--- src/luma_map.svh ---
// Offsets, field positions, reset values and timing counts of the luma path.
// Assumes inclusion by bare name; holds definitions only.
`ifndef LUMA_MAP_SVH
`define LUMA_MAP_SVH

// ----------------------------------------------------------------------
// Register offsets
// ----------------------------------------------------------------------
`define ADDR_NR_CTRL0 6'h23
`define ADDR_NR_CTRL1 6'h24
`define ADDR_NR_CTRL2 6'h25
`define ADDR_GAMMA_BASE 6'h26
`define ADDR_BRIGHT 6'h34
`define GAMMA_REGS 14
`define CURVE_POINTS 7

// ----------------------------------------------------------------------
// Field positions
// ----------------------------------------------------------------------
`define GAIN_BORDER_LSB 0
`define GAIN_INTERIOR_LSB 4
`define THR_LSB 0
`define BORDER_WIDTH_BIT 6
`define BLOCK_SIZE_BIT 7
`define FILTER_SEL_LSB 0
`define MODE_BIT 3
`define OFFSET_LSB 4

// ----------------------------------------------------------------------
// Reset values and curve anchors
// ----------------------------------------------------------------------
`define NR_CTRL0_RST 8'h00
`define NR_CTRL1_RST 8'h00
`define NR_CTRL2_RST 8'h00
`define GAMMA_STEP 32
`define ANCHOR_LOW 8'h10
`define ANCHOR_HIGH 8'hF0
`define GAIN_PLAIN_MAX 5'h08
`define GAIN_SHARP_MAX 5'h08

// ----------------------------------------------------------------------
// Block geometry and timing counts
// ----------------------------------------------------------------------
`define BLOCK_MASK_LARGE 4'hF
`define BLOCK_MASK_SMALL 4'h7
`define BORDER_HALF_WIDE 4'h2
`define BORDER_HALF_NARROW 4'h1
`define CYC_PER_PIXEL_LOG2 1

`endif

--- src/luma_pkg.sv ---
// Types shared by the luma path modules.
// Assumes luma_map.svh supplies all numeric constants.
package luma_pkg;
    // Eight-bit luma sample
    typedef logic [7:0] pix_t;
    // Noise-reduction operating mode
    typedef enum logic {NR_PLAIN, NR_SHARP} nr_mode_e;
    // Active gamma curve
    typedef enum logic {CURVE_A, CURVE_B} curve_sel_e;
endpackage

--- src/luma_stage_if.sv ---
// Carrier of the filtered luma stream between noise reduction and gamma.
// Assumes both ends run on sys_clk.
`timescale 1ns/1ps
interface luma_stage_if;
    logic valid;          // One-cycle pulse per pixel
    luma_pkg::pix_t luma; // Noise-reduced sample
    modport src (output valid, output luma);
    modport snk (input valid, input luma);
endinterface

--- src/nr_core.sv ---
// Noise-reduction datapath: passband filter, coring and gain stage.
// Assumes one pixel strobe every second clock and a border flag per pixel.
`timescale 1ns/1ps
`include "luma_map.svh"
module nr_core (
    input wire logic sys_clk,
    input wire logic rst,
    input wire luma_pkg::pix_t pix_in,
    input wire logic pix_stb,
    input wire logic border_zone,
    input wire logic [2:0] filter_sel,
    input wire luma_pkg::nr_mode_e mode,
    input wire logic [5:0] thr,
    input wire logic [3:0] gain_border,
    input wire logic [3:0] gain_interior,
    luma_stage_if.src out_if
);
    // ------------------------------------------------------------------
    // Tap line and aligned border flags
    // ------------------------------------------------------------------
    luma_pkg::pix_t tap_r [0:8];   // Nine-pixel window, centre at 4
    luma_pkg::pix_t tap_nxt [0:8];
    logic [4:0] bflag_r;           // Border flag delayed to the centre
    logic [4:0] bflag_nxt;
    luma_pkg::pix_t out_r;
    luma_pkg::pix_t out_nxt;
    logic valid_r;
    logic valid_nxt;

    // Window shifts once per pixel, one pixel being two clocks
    genvar t;
    generate
        for (t = 0; t < 9; t = t + 1) begin : g_tap
            always_comb begin
                if (!pix_stb) begin
                    tap_nxt[t] = tap_r[t];
                end else if (t == 0) begin
                    tap_nxt[t] = pix_in;
                end else begin
                    tap_nxt[t] = tap_r[(t == 0) ? 0 : t - 1];
                end
            end
            always_ff @(posedge sys_clk or posedge rst) begin
                if (rst) begin
                    tap_r[t] <= 8'h00;
                end else begin
                    tap_r[t] <= tap_nxt[t];
                end
            end
        end
    endgenerate

    // ------------------------------------------------------------------
    // Filter and coring
    // ------------------------------------------------------------------
    logic signed [10:0] hp;        // Passband content
    logic [9:0] mag;               // Its magnitude
    logic [4:0] gain;              // Clamped gain
    logic signed [16:0] prod;      // Scaled passband content
    logic signed [11:0] res;       // Corrected luma before saturation
    luma_pkg::pix_t lo;
    luma_pkg::pix_t hi;

    // Selector picks span and strength of the high-pass kernel
    always_comb begin
        case (filter_sel[1:0])
            2'h0: begin lo = tap_r[3]; hi = tap_r[5]; end
            2'h1: begin lo = tap_r[2]; hi = tap_r[6]; end
            2'h2: begin lo = tap_r[1]; hi = tap_r[7]; end
            default: begin lo = tap_r[0]; hi = tap_r[8]; end
        endcase
        hp = (11'sd2 * $signed({3'h0, tap_r[4]})
              - $signed({3'h0, lo}) - $signed({3'h0, hi})) >>> 1;
        if (filter_sel[2]) begin
            hp = hp >>> 1;
        end
        mag = hp[10] ? 10'(-hp) : hp[9:0];
        // Border and interior gains apply by block position
        gain = {1'b0, bflag_r[4] ? gain_border : gain_interior};
        if (mode == luma_pkg::NR_PLAIN && gain > `GAIN_PLAIN_MAX) begin
            gain = `GAIN_PLAIN_MAX;
        end else if (mode == luma_pkg::NR_SHARP && gain > `GAIN_SHARP_MAX) begin
            gain = `GAIN_SHARP_MAX;
        end
        // Both factors widened first so large content cannot wrap
        prod = 17'(hp) * 17'($signed({1'b0, gain}));
        res = $signed({4'h0, tap_r[4]});
        if (mode == luma_pkg::NR_PLAIN) begin
            // Small content treated as noise and taken away
            if (mag < {4'h0, thr}) begin
                res = res - 12'(prod >>> 3);
            end
        end else begin
            // Large content treated as detail and added
            if (mag > {4'h0, thr}) begin
                res = res + 12'(prod >>> 4);
            end
        end
    end

    // Output register with saturation; border flag pipeline
    always_comb begin
        bflag_nxt = pix_stb ? {bflag_r[3:0], border_zone} : bflag_r;
        valid_nxt = pix_stb;
        out_nxt = out_r;
        if (pix_stb) begin
            if (res < 0) begin
                out_nxt = 8'h00;
            end else if (res > 12'sd255) begin
                out_nxt = 8'hFF;
            end else begin
                out_nxt = res[7:0];
            end
        end
    end

    always_ff @(posedge sys_clk or posedge rst) begin
        if (rst) begin
            bflag_r <= 5'h00;
            valid_r <= 1'b0;
            out_r <= 8'h00;
        end else begin
            bflag_r <= bflag_nxt;
            valid_r <= valid_nxt;
            out_r <= out_nxt;
        end
    end

    assign out_if.valid = valid_r;
    assign out_if.luma = out_r;
endmodule

--- src/gamma_interp.sv ---
// Piecewise-linear gamma curve with fixed anchors and seven points.
// Assumes the point set is stable while samples flow.
`timescale 1ns/1ps
`include "luma_map.svh"
module gamma_interp (
    input wire logic sys_clk,
    input wire logic rst,
    luma_stage_if.snk in_if,
    input wire luma_pkg::pix_t pts [0:6],
    output logic [7:0] luma_out,
    output logic luma_out_valid
);
    // ------------------------------------------------------------------
    // Segment lookup and interpolation
    // ------------------------------------------------------------------
    luma_pkg::pix_t x;
    luma_pkg::pix_t y0;
    luma_pkg::pix_t y1;
    logic [4:0] frac;
    logic seg_short;               // 16-wide end segment
    logic pass;                    // Sample sits on a fixed identity part
    logic [2:0] k;
    logic signed [15:0] prod;
    logic signed [10:0] y;
    luma_pkg::pix_t out_r;
    luma_pkg::pix_t out_nxt;
    logic valid_r;
    logic valid_nxt;

    // Points at 32..224, linear between, anchors fixed
    always_comb begin
        x = in_if.luma;
        k = 3'(x[7:5] - 3'h1);
        pass = (x < `ANCHOR_LOW) || (x >= `ANCHOR_HIGH);
        seg_short = 1'b0;
        frac = x[4:0];
        y0 = pts[0];
        y1 = pts[0];
        if (x < 8'h20) begin
            // Between anchor 16 and the first point
            y0 = `ANCHOR_LOW;
            y1 = pts[0];
            seg_short = 1'b1;
            frac = {1'b0, x[3:0]};
        end else if (x >= 8'hE0) begin
            // Between the last point and anchor 240
            y0 = pts[6];
            y1 = `ANCHOR_HIGH;
            seg_short = 1'b1;
            frac = {1'b0, x[3:0]};
        end else begin
            y0 = pts[k];
            y1 = pts[3'(k + 3'h1)];
        end
        // Operands widened first so a steep segment cannot wrap
        prod = 16'($signed({1'b0, y1}) - $signed({1'b0, y0}))
               * 16'($signed({1'b0, frac}));
        y = $signed({3'h0, y0})
            + 11'(seg_short ? (prod >>> 4) : (prod >>> 5));
        if (pass) begin
            out_nxt = x;
        end else if (y < 0) begin
            out_nxt = 8'h00;
        end else if (y > 11'sd255) begin
            out_nxt = 8'hFF;
        end else begin
            out_nxt = y[7:0];
        end
        if (!in_if.valid) begin
            out_nxt = out_r;
        end
        valid_nxt = in_if.valid;
    end

    // Output registers
    always_ff @(posedge sys_clk or posedge rst) begin
        if (rst) begin
            out_r <= 8'h00;
            valid_r <= 1'b0;
        end else begin
            out_r <= out_nxt;
            valid_r <= valid_nxt;
        end
    end

    assign luma_out = out_r;
    assign luma_out_valid = valid_r;
endmodule

--- src/luma_noise_gamma_processor.sv ---
// Luma post-processing path: noise reduction, gamma and brightness monitor.
// Assumes synchronous pixel inputs, one pixel per two clocks, and a simple
// register port driven by the serial host interface logic.
//
// Function
// Block size selector picks 16 or 8
// One pixel counts as two clock cycles
// Three-bit selector picks passband filter for processing
// Mode bit picks plain or sharpness mode
// Plain: subtract scaled sub-threshold content
// Sharp: add scaled above-threshold content
// Six-bit absolute threshold, zero to 63
// Border/interior gains in eighths or sixteenths
// Border width four or two pixels
// Four-bit block offset shifts block position
// Fourteen gamma registers, two seven-point curves
// Gamma on luma only, one curve active
// Curve points at 32..224, linear between
// Points 0, 16, 240, 255 fixed
// Fixed points output their own position
// Software keeps point values within 16..240
// Eight-bit read-only average brightness register
// Brightness counts active video samples only
// Brightness updates on vertical sync fall
// Average is sum over count, held
`timescale 1ns/1ps
`include "luma_map.svh"
module luma_noise_gamma_processor (
    input wire logic sys_clk,
    input wire logic rst,
    input wire logic [5:0] reg_addr,
    input wire logic [7:0] reg_wdata,
    input wire logic reg_wr,
    input wire logic reg_rd,
    output logic [7:0] reg_rdata,
    output logic reg_rvalid,
    input wire logic [7:0] luma_in,
    input wire logic luma_valid,
    input wire logic active_video,
    input wire logic line_start,
    input wire logic vsync_n,
    input wire logic gamma_curve_sel,
    output logic [7:0] luma_out,
    output logic luma_out_valid
);
    // ------------------------------------------------------------------
    // Control registers
    // ------------------------------------------------------------------
    logic [7:0] ctrl0_r;           // Coring gains
    logic [7:0] ctrl0_nxt;
    logic [7:0] ctrl1_r;           // Threshold, border width, block size
    logic [7:0] ctrl1_nxt;
    logic [7:0] ctrl2_r;           // Filter, mode, block offset
    logic [7:0] ctrl2_nxt;
    luma_pkg::pix_t gam_r [0:13];  // Curve A then curve B
    luma_pkg::pix_t gam_nxt [0:13];

    // Host writes to the noise-reduction registers
    always_comb begin
        ctrl0_nxt = ctrl0_r;
        ctrl1_nxt = ctrl1_r;
        ctrl2_nxt = ctrl2_r;
        if (reg_wr) begin
            if (reg_addr == `ADDR_NR_CTRL0) begin
                ctrl0_nxt = reg_wdata;
            end else if (reg_addr == `ADDR_NR_CTRL1) begin
                ctrl1_nxt = reg_wdata;
            end else if (reg_addr == `ADDR_NR_CTRL2) begin
                ctrl2_nxt = reg_wdata;
            end
        end
    end

    always_ff @(posedge sys_clk or posedge rst) begin
        if (rst) begin
            ctrl0_r <= `NR_CTRL0_RST;
            ctrl1_r <= `NR_CTRL1_RST;
            ctrl2_r <= `NR_CTRL2_RST;
        end else begin
            ctrl0_r <= ctrl0_nxt;
            ctrl1_r <= ctrl1_nxt;
            ctrl2_r <= ctrl2_nxt;
        end
    end

    // Gamma point registers, one per entry, reset to a straight line
    genvar g;
    generate
        for (g = 0; g < `GAMMA_REGS; g = g + 1) begin : g_gam
            localparam logic [5:0] GADDR = 6'(`ADDR_GAMMA_BASE + g);
            localparam logic [7:0] GRST =
                8'((g % `CURVE_POINTS + 1) * `GAMMA_STEP);
            always_comb begin
                if (reg_wr && reg_addr == GADDR) begin
                    gam_nxt[g] = reg_wdata;
                end else begin
                    gam_nxt[g] = gam_r[g];
                end
            end
            always_ff @(posedge sys_clk or posedge rst) begin
                if (rst) begin
                    gam_r[g] <= GRST;
                end else begin
                    gam_r[g] <= gam_nxt[g];
                end
            end
        end
    endgenerate

    // ------------------------------------------------------------------
    // Field decode
    // ------------------------------------------------------------------
    logic [3:0] gain_border;
    logic [3:0] gain_interior;
    logic [5:0] thr;
    logic border_wide;
    logic block_large;
    logic [2:0] filter_sel;
    luma_pkg::nr_mode_e nr_mode;
    logic [3:0] block_offset;

    assign gain_border = ctrl0_r[`GAIN_BORDER_LSB +: 4];
    assign gain_interior = ctrl0_r[`GAIN_INTERIOR_LSB +: 4];
    assign thr = ctrl1_r[`THR_LSB +: 6];
    assign border_wide = ctrl1_r[`BORDER_WIDTH_BIT];
    assign block_large = ctrl1_r[`BLOCK_SIZE_BIT];
    assign filter_sel = ctrl2_r[`FILTER_SEL_LSB +: 3];
    assign nr_mode = luma_pkg::nr_mode_e'(ctrl2_r[`MODE_BIT]);
    assign block_offset = ctrl2_r[`OFFSET_LSB +: 4];

    // ------------------------------------------------------------------
    // Block position tracking
    // ------------------------------------------------------------------
    logic [11:0] col_cyc_r;        // Clocks since line start
    logic [11:0] col_cyc_nxt;
    logic [9:0] line_r;            // Lines since vertical sync
    logic [9:0] line_nxt;
    logic vsync_d_r;               // Previous vertical sync level
    logic vsync_fall;
    logic [10:0] pix_idx;
    logic [3:0] blk_mask;
    logic [3:0] half_w;
    logic [3:0] hpos;
    logic [3:0] vpos;
    logic h_border;
    logic v_border;
    logic border_zone;

    assign vsync_fall = vsync_d_r && !vsync_n;

    // Line and column counters
    always_comb begin
        col_cyc_nxt = line_start ? 12'h000 : 12'(col_cyc_r + 12'h001);
        line_nxt = line_r;
        if (vsync_fall) begin
            line_nxt = 10'h000;
        end else if (line_start) begin
            line_nxt = 10'(line_r + 10'h001);
        end
    end

    always_ff @(posedge sys_clk or posedge rst) begin
        if (rst) begin
            col_cyc_r <= 12'h000;
            line_r <= 10'h000;
            vsync_d_r <= 1'b1;
        end else begin
            col_cyc_r <= col_cyc_nxt;
            line_r <= line_nxt;
            vsync_d_r <= vsync_n;
        end
    end

    // Border zone of the current pixel within its block
    always_comb begin
        // Pixel index is the clock count over two
        pix_idx = col_cyc_r[11:`CYC_PER_PIXEL_LOG2];
        // Block of 16 or 8 pixels each way
        blk_mask = block_large ? `BLOCK_MASK_LARGE : `BLOCK_MASK_SMALL;
        // Transition area of four or two pixels across the edge
        half_w = border_wide ? `BORDER_HALF_WIDE : `BORDER_HALF_NARROW;
        // Offset slides the data against fixed gain positions
        hpos = 4'(pix_idx[3:0] + block_offset) & blk_mask;
        vpos = line_r[3:0] & blk_mask;
        h_border = (hpos < half_w) || (hpos > 4'(blk_mask - half_w));
        v_border = (vpos < half_w) || (vpos > 4'(blk_mask - half_w));
        border_zone = h_border || v_border;
    end

    // ------------------------------------------------------------------
    // Noise reduction and gamma stages
    // ------------------------------------------------------------------
    luma_stage_if stage_if ();
    luma_pkg::pix_t pts [0:6];

    nr_core u_nr (
        .sys_clk(sys_clk),
        .rst(rst),
        .pix_in(luma_in),
        .pix_stb(luma_valid),
        .border_zone(border_zone),
        .filter_sel(filter_sel),
        .mode(nr_mode),
        .thr(thr),
        .gain_border(gain_border),
        .gain_interior(gain_interior),
        .out_if(stage_if.src)
    );

    // Only one curve feeds the interpolator at any time
    genvar p;
    generate
        for (p = 0; p < `CURVE_POINTS; p = p + 1) begin : g_pts
            assign pts[p] = (gamma_curve_sel == luma_pkg::CURVE_B)
                            ? gam_r[p + `CURVE_POINTS] : gam_r[p];
        end
    endgenerate

    // Gamma acts on the luma stream alone
    gamma_interp u_gamma (
        .sys_clk(sys_clk),
        .rst(rst),
        .in_if(stage_if.snk),
        .pts(pts),
        .luma_out(luma_out),
        .luma_out_valid(luma_out_valid)
    );

    // ------------------------------------------------------------------
    // Average brightness monitor
    // ------------------------------------------------------------------
    logic [26:0] acc_r;            // Active-area luma sum
    logic [26:0] acc_nxt;
    logic [19:0] cnt_r;            // Active-area sample count
    logic [19:0] cnt_nxt;
    logic [7:0] bright_r;          // Held average
    logic [7:0] bright_nxt;
    logic [26:0] quot;
    logic take;

    // Sum active samples, publish on vertical sync fall
    always_comb begin
        // Blanking samples are left out
        take = luma_valid && active_video;
        quot = acc_r / {7'h00, cnt_r};
        acc_nxt = acc_r;
        cnt_nxt = cnt_r;
        bright_nxt = bright_r;
        if (vsync_fall) begin
            // Truncated quotient held until the next fall
            if (cnt_r != 20'h00000) begin
                bright_nxt = quot[7:0];
            end
            // A sample in the same cycle starts the new field
            acc_nxt = take ? {19'h00000, luma_in} : 27'h0000000;
            cnt_nxt = take ? 20'h00001 : 20'h00000;
        end else if (take) begin
            acc_nxt = 27'(acc_r + {19'h00000, luma_in});
            cnt_nxt = 20'(cnt_r + 20'h00001);
        end
    end

    always_ff @(posedge sys_clk or posedge rst) begin
        if (rst) begin
            acc_r <= 27'h0000000;
            cnt_r <= 20'h00000;
            bright_r <= 8'h00;
        end else begin
            acc_r <= acc_nxt;
            cnt_r <= cnt_nxt;
            bright_r <= bright_nxt;
        end
    end

    // ------------------------------------------------------------------
    // Register read port
    // ------------------------------------------------------------------
    logic [7:0] rdata_nxt;
    logic [3:0] gidx;

    // Read data one clock after the read strobe; unmapped reads give zero
    always_comb begin
        gidx = 4'(reg_addr - `ADDR_GAMMA_BASE);
        rdata_nxt = 8'h00;
        if (reg_addr == `ADDR_NR_CTRL0) begin
            rdata_nxt = ctrl0_r;
        end else if (reg_addr == `ADDR_NR_CTRL1) begin
            rdata_nxt = ctrl1_r;
        end else if (reg_addr == `ADDR_NR_CTRL2) begin
            rdata_nxt = ctrl2_r;
        end else if (reg_addr >= `ADDR_GAMMA_BASE &&
                     reg_addr < 6'(`ADDR_GAMMA_BASE + `GAMMA_REGS)) begin
            rdata_nxt = gam_r[gidx];
        end else if (reg_addr == `ADDR_BRIGHT) begin
            // Read-only average, writes there are ignored
            rdata_nxt = bright_r;
        end
        if (!reg_rd) begin
            rdata_nxt = reg_rdata;
        end
    end

    always_ff @(posedge sys_clk or posedge rst) begin
        if (rst) begin
            reg_rdata <= 8'h00;
            reg_rvalid <= 1'b0;
        end else begin
            reg_rdata <= rdata_nxt;
            reg_rvalid <= reg_rd;
        end
    end
endmodule

--- config.mk ---
export PLATFORM = sky130hd
export DESIGN_NAME = luma_noise_gamma_processor
export DESIGN_NICKNAME = d
export VERILOG_FILES = /design/src/luma_pkg.sv /design/src/luma_stage_if.sv /design/src/nr_core.sv /design/src/gamma_interp.sv /design/src/luma_noise_gamma_processor.sv
export VERILOG_INCLUDE_DIRS = /design/src
export SDC_FILE = /design/constraint.sdc
export NUM_CORES = 2
export LEC_CHECK = 0
export ABC_AREA = 1
export BUFFER_PORTS_ARGS = -buffer_cell sky130_fd_sc_hd__buf_4
export CAP_MARGIN = 20
export CORE_ASPECT_RATIO = 0.9
export CORE_MARGIN = 5
export CORE_UTILIZATION = 52
export DETAILED_ROUTE_END_ITERATION = 10
export PLACE_DENSITY = 0.79
export SYNTH_ARGS = -nofsm -noshare
export SYNTH_HDL_FRONTEND = slang
export SYNTH_SLANG_ARGS = --single-unit
export TNS_END_PERCENT = 100
--- constraint.sdc ---
create_clock -name sys_clk -period 58.6 [get_ports sys_clk]
set_input_delay 11.72 -clock sys_clk [delete_from_list [all_inputs] [get_ports sys_clk]]
set_output_delay 11.72 -clock sys_clk [all_outputs]
set_load 0.05 [all_outputs]
==> reports/results.ini <==
[run_status]
status=finished clean

[place]
gp_congestion=0.956
io_buffers=48
dp_hpwl_um=89400

[clocking]
cts_hold_buf=0
insertion_delay_ns=0.57
cts_max_level=2
cts_buffer_depth=3
cts_buffers=38
cts.clk_slew.worst_paths_ns=0.06
cts_tree=built
cts_num_sinks=305
cts-root-buf=clkbuf_16

[critical_path]
cp-startpoint=cnt_r[14]
crit-reg2reg-launch=cnt_r[14]
arrival_ns=56.19
cpPeakStageDelay_ns=0.44
regToRegSetupSlack_ns=2.86
crit_path_frequent_cell=nand2_1
slowest_stage=dfrtp_2
critPathCaptureType=flip-flop
worstPathRequired_ns=59.06
crit_path_max_fanout=11
critical_path_class=reg2reg
cp-start-kind=flip-flop

[cells_and_area]
final_common_cell=nand2_1
multi_input_area_sq_um=29700
fillCellCount=6878
nets=6616
ff_latch_area_sq_um=7680
layout_common_cells=nand2_1, inv_1, o21ai_0
area_delta_synth_final_pct=14.8
drive_gt1_frac=0.161

[logic_synthesis]
synth-seq-cells=305
ys_warn_count=0
avgSynthCellArea_sq_um=6.74
async_flop_share=1.00
synthesis.nets=6451
ys.flop_type=dfrtp_1
yosysSeqAreaShare=0.193
synth_cell_types=79
synth-edff-count=0
synthCells=5884
syn-cell-area_sq_um=39700

[sta]
finalSetupViolCount=0
skew_ns=0.0269
finalMaxSlewViolations=0
slew_headroom=0.287
fin_crit_ns=55.74
post-route-period-util=0.951
whs_ns=0.456
final-hold-violation-count=0
fmax_mhz=17.9
max_slew.worst_pin.slew_ns=1.07

[global_route]
grt_antenna_before_repair=1
gr-usage-all-layers=0.277
grt_max_degree=169
grt_pass1_vias=37709
grt_pass1_wl_um=190000
gr-total-overflow=0

[routing]
vias=40823
wl_per_cell_um=17.2
first_iter_violations=3362
firstDrtPassIters=6
wirelength_um=122000
ant_nets=0
drc_errors=0
vias_per_cell=5.74

[worst_hold_path]
hold_class=reg2reg
hp-start=col_cyc_r[0]

[floorplanning]
dieArea_sq_um=81900
die_x_um=301
die_height_um=272
core_sq_um=75900
io_pins=49
rows=96
start_util=0.522

[flow_run]
maxCapViolCount=0

-- routing by layer --
| layer | part of all wire | GRT usage |
|---|---|---|
| met1 | 0.42 | 0.365 |
| met2 | 0.47 | 0.471 |
| met3 | 0.072 | 0.0332 |
| met5 | 0 | 0 |
| met4 | 0.040 | 0.0938 |
-- cell type report --
type / count / area share
Inverter: 808 / 0.0677
Timing Repair Buffer: 314 / 0.0542
Clock inverter: 20 / 0.00476
Multi-Input combinational cell: 4579 / 0.653
Clock buffer: 50 / 0.0228
Timing Repair inverter: 3 / 0.000522
Antenna cell: 1 / 0.0000550
Tap cell: 1029 / 0.0283
Sequential cell: 305 / 0.169
-- kinds of logic after synthesis --
family	after synthesis	share of synthesized area
simple gates	2380	0.261
compound gates	1332	0.197
buf+inv	1002	0.0962
fa+ha+maj	536	0.180
xor+xnor	316	0.0698
flops	305	0.193
mux	13	0.00334
-- repair_timing --
item / CTS / global route
setup buffers: 3 / 103
pin swaps: 2 / 165
setup endpoints to repair: 1 / 3
cloned: 2 / 5
gates resized for setup: 21 / 362
-- sequential cells by signal, indices dropped and copies added, names as in the netlist, 8 cells and up --
register / count
acc_r: 27
bright_r: 8
cnt_r: 20
ctrl0_r: 8
ctrl1_r: 8
ctrl2_r: 8
gam_r: 112
reg_rdata: 8
u_gamma.luma_out: 8
u_nr.out_if.luma: 8
u_nr.tap_r: 72
-- worst max-delay path, delay by kind of cell, from the launching register on --
kind,cells,cell delay [ns]
AND/OR/NAND/NOR,207,19.96
AO/OA/AOI/OAI,147,21.26
adder cells (fa/ha/maj),26,7.71
flip-flops,1,0.44
buffers and inverters,72,5.97
XOR/XNOR,2,0.25
-- Yosys cell counts (13+ instances only) --
cell type,count,area [sq um]
o22ai_1,39,244
o21ai_1,33,165
a21oi_2,24,210
dfrtp_1,280,7010
o21ai_0,594,2970
o211ai_1,17,128
nor4_1,21,131
buf_2,18,90.1
nand3_2,40,400
fa_1,56,1120
nand4_1,54,338
xnor2_1,110,963
a211oi_1,25,188
xor2_1,206,1800
and2_1,18,113
a21o_1,16,120
nand3_1,224,1120
ha_1,480,6010
o31ai_1,19,143
inv_1,730,2740
a21oi_4,17,277
clkinv_1,14,52.6
nand2_2,60,375
nor3_1,57,285
o221ai_1,19,166
inv_2,61,229
a21oi_1,363,1820
nor2_1,322,1210
o21bai_2,13,146
dfstp_2,25,657
or2_2,49,307
clkbuf_1,166,623
nand2_1,1483,5570
a221oi_1,25,219
a22oi_1,29,218
o21bai_1,37,278
-- through the flow --
stage | setup slack (ns) | cell area (sq um) | util | setup TNS (ns) | cells
floorplan | 1.29 | 39700 | - | 0 | 5884
CTS | 0.00870 | 43100 | 0.568 | 0 | 7000
global placement | 0.122 | 41800 | 0.550 | 0 | 6925
global route | -1.26 | 45500 | 0.600 | -1.26 | 7108
detailed placement | -2.00 | 41800 | 0.550 | -2.00 | 6925
finish | 2.86 | 45500 | 0.600 | 0 | 7109
-- final timing paths --
| path | end | depth (start not counted) |
|---|---|---|
| max in group asynchronous | u_nr.tap_r[17] | 3 |
| setup reg to reg | bright_r[0] | 454 |
| hold reg to reg | col_cyc_r[0] | 1 |
| min in group asynchronous | gam_r[100] | 2 |
| setup / recovery | bright_r[0] | 454 |
| hold / removal | col_cyc_r[0] | 1 |
Power is left out: the tool's default activity adds up to more than one toggle a clock period on the data nets, which glitch-free logic cannot reach.
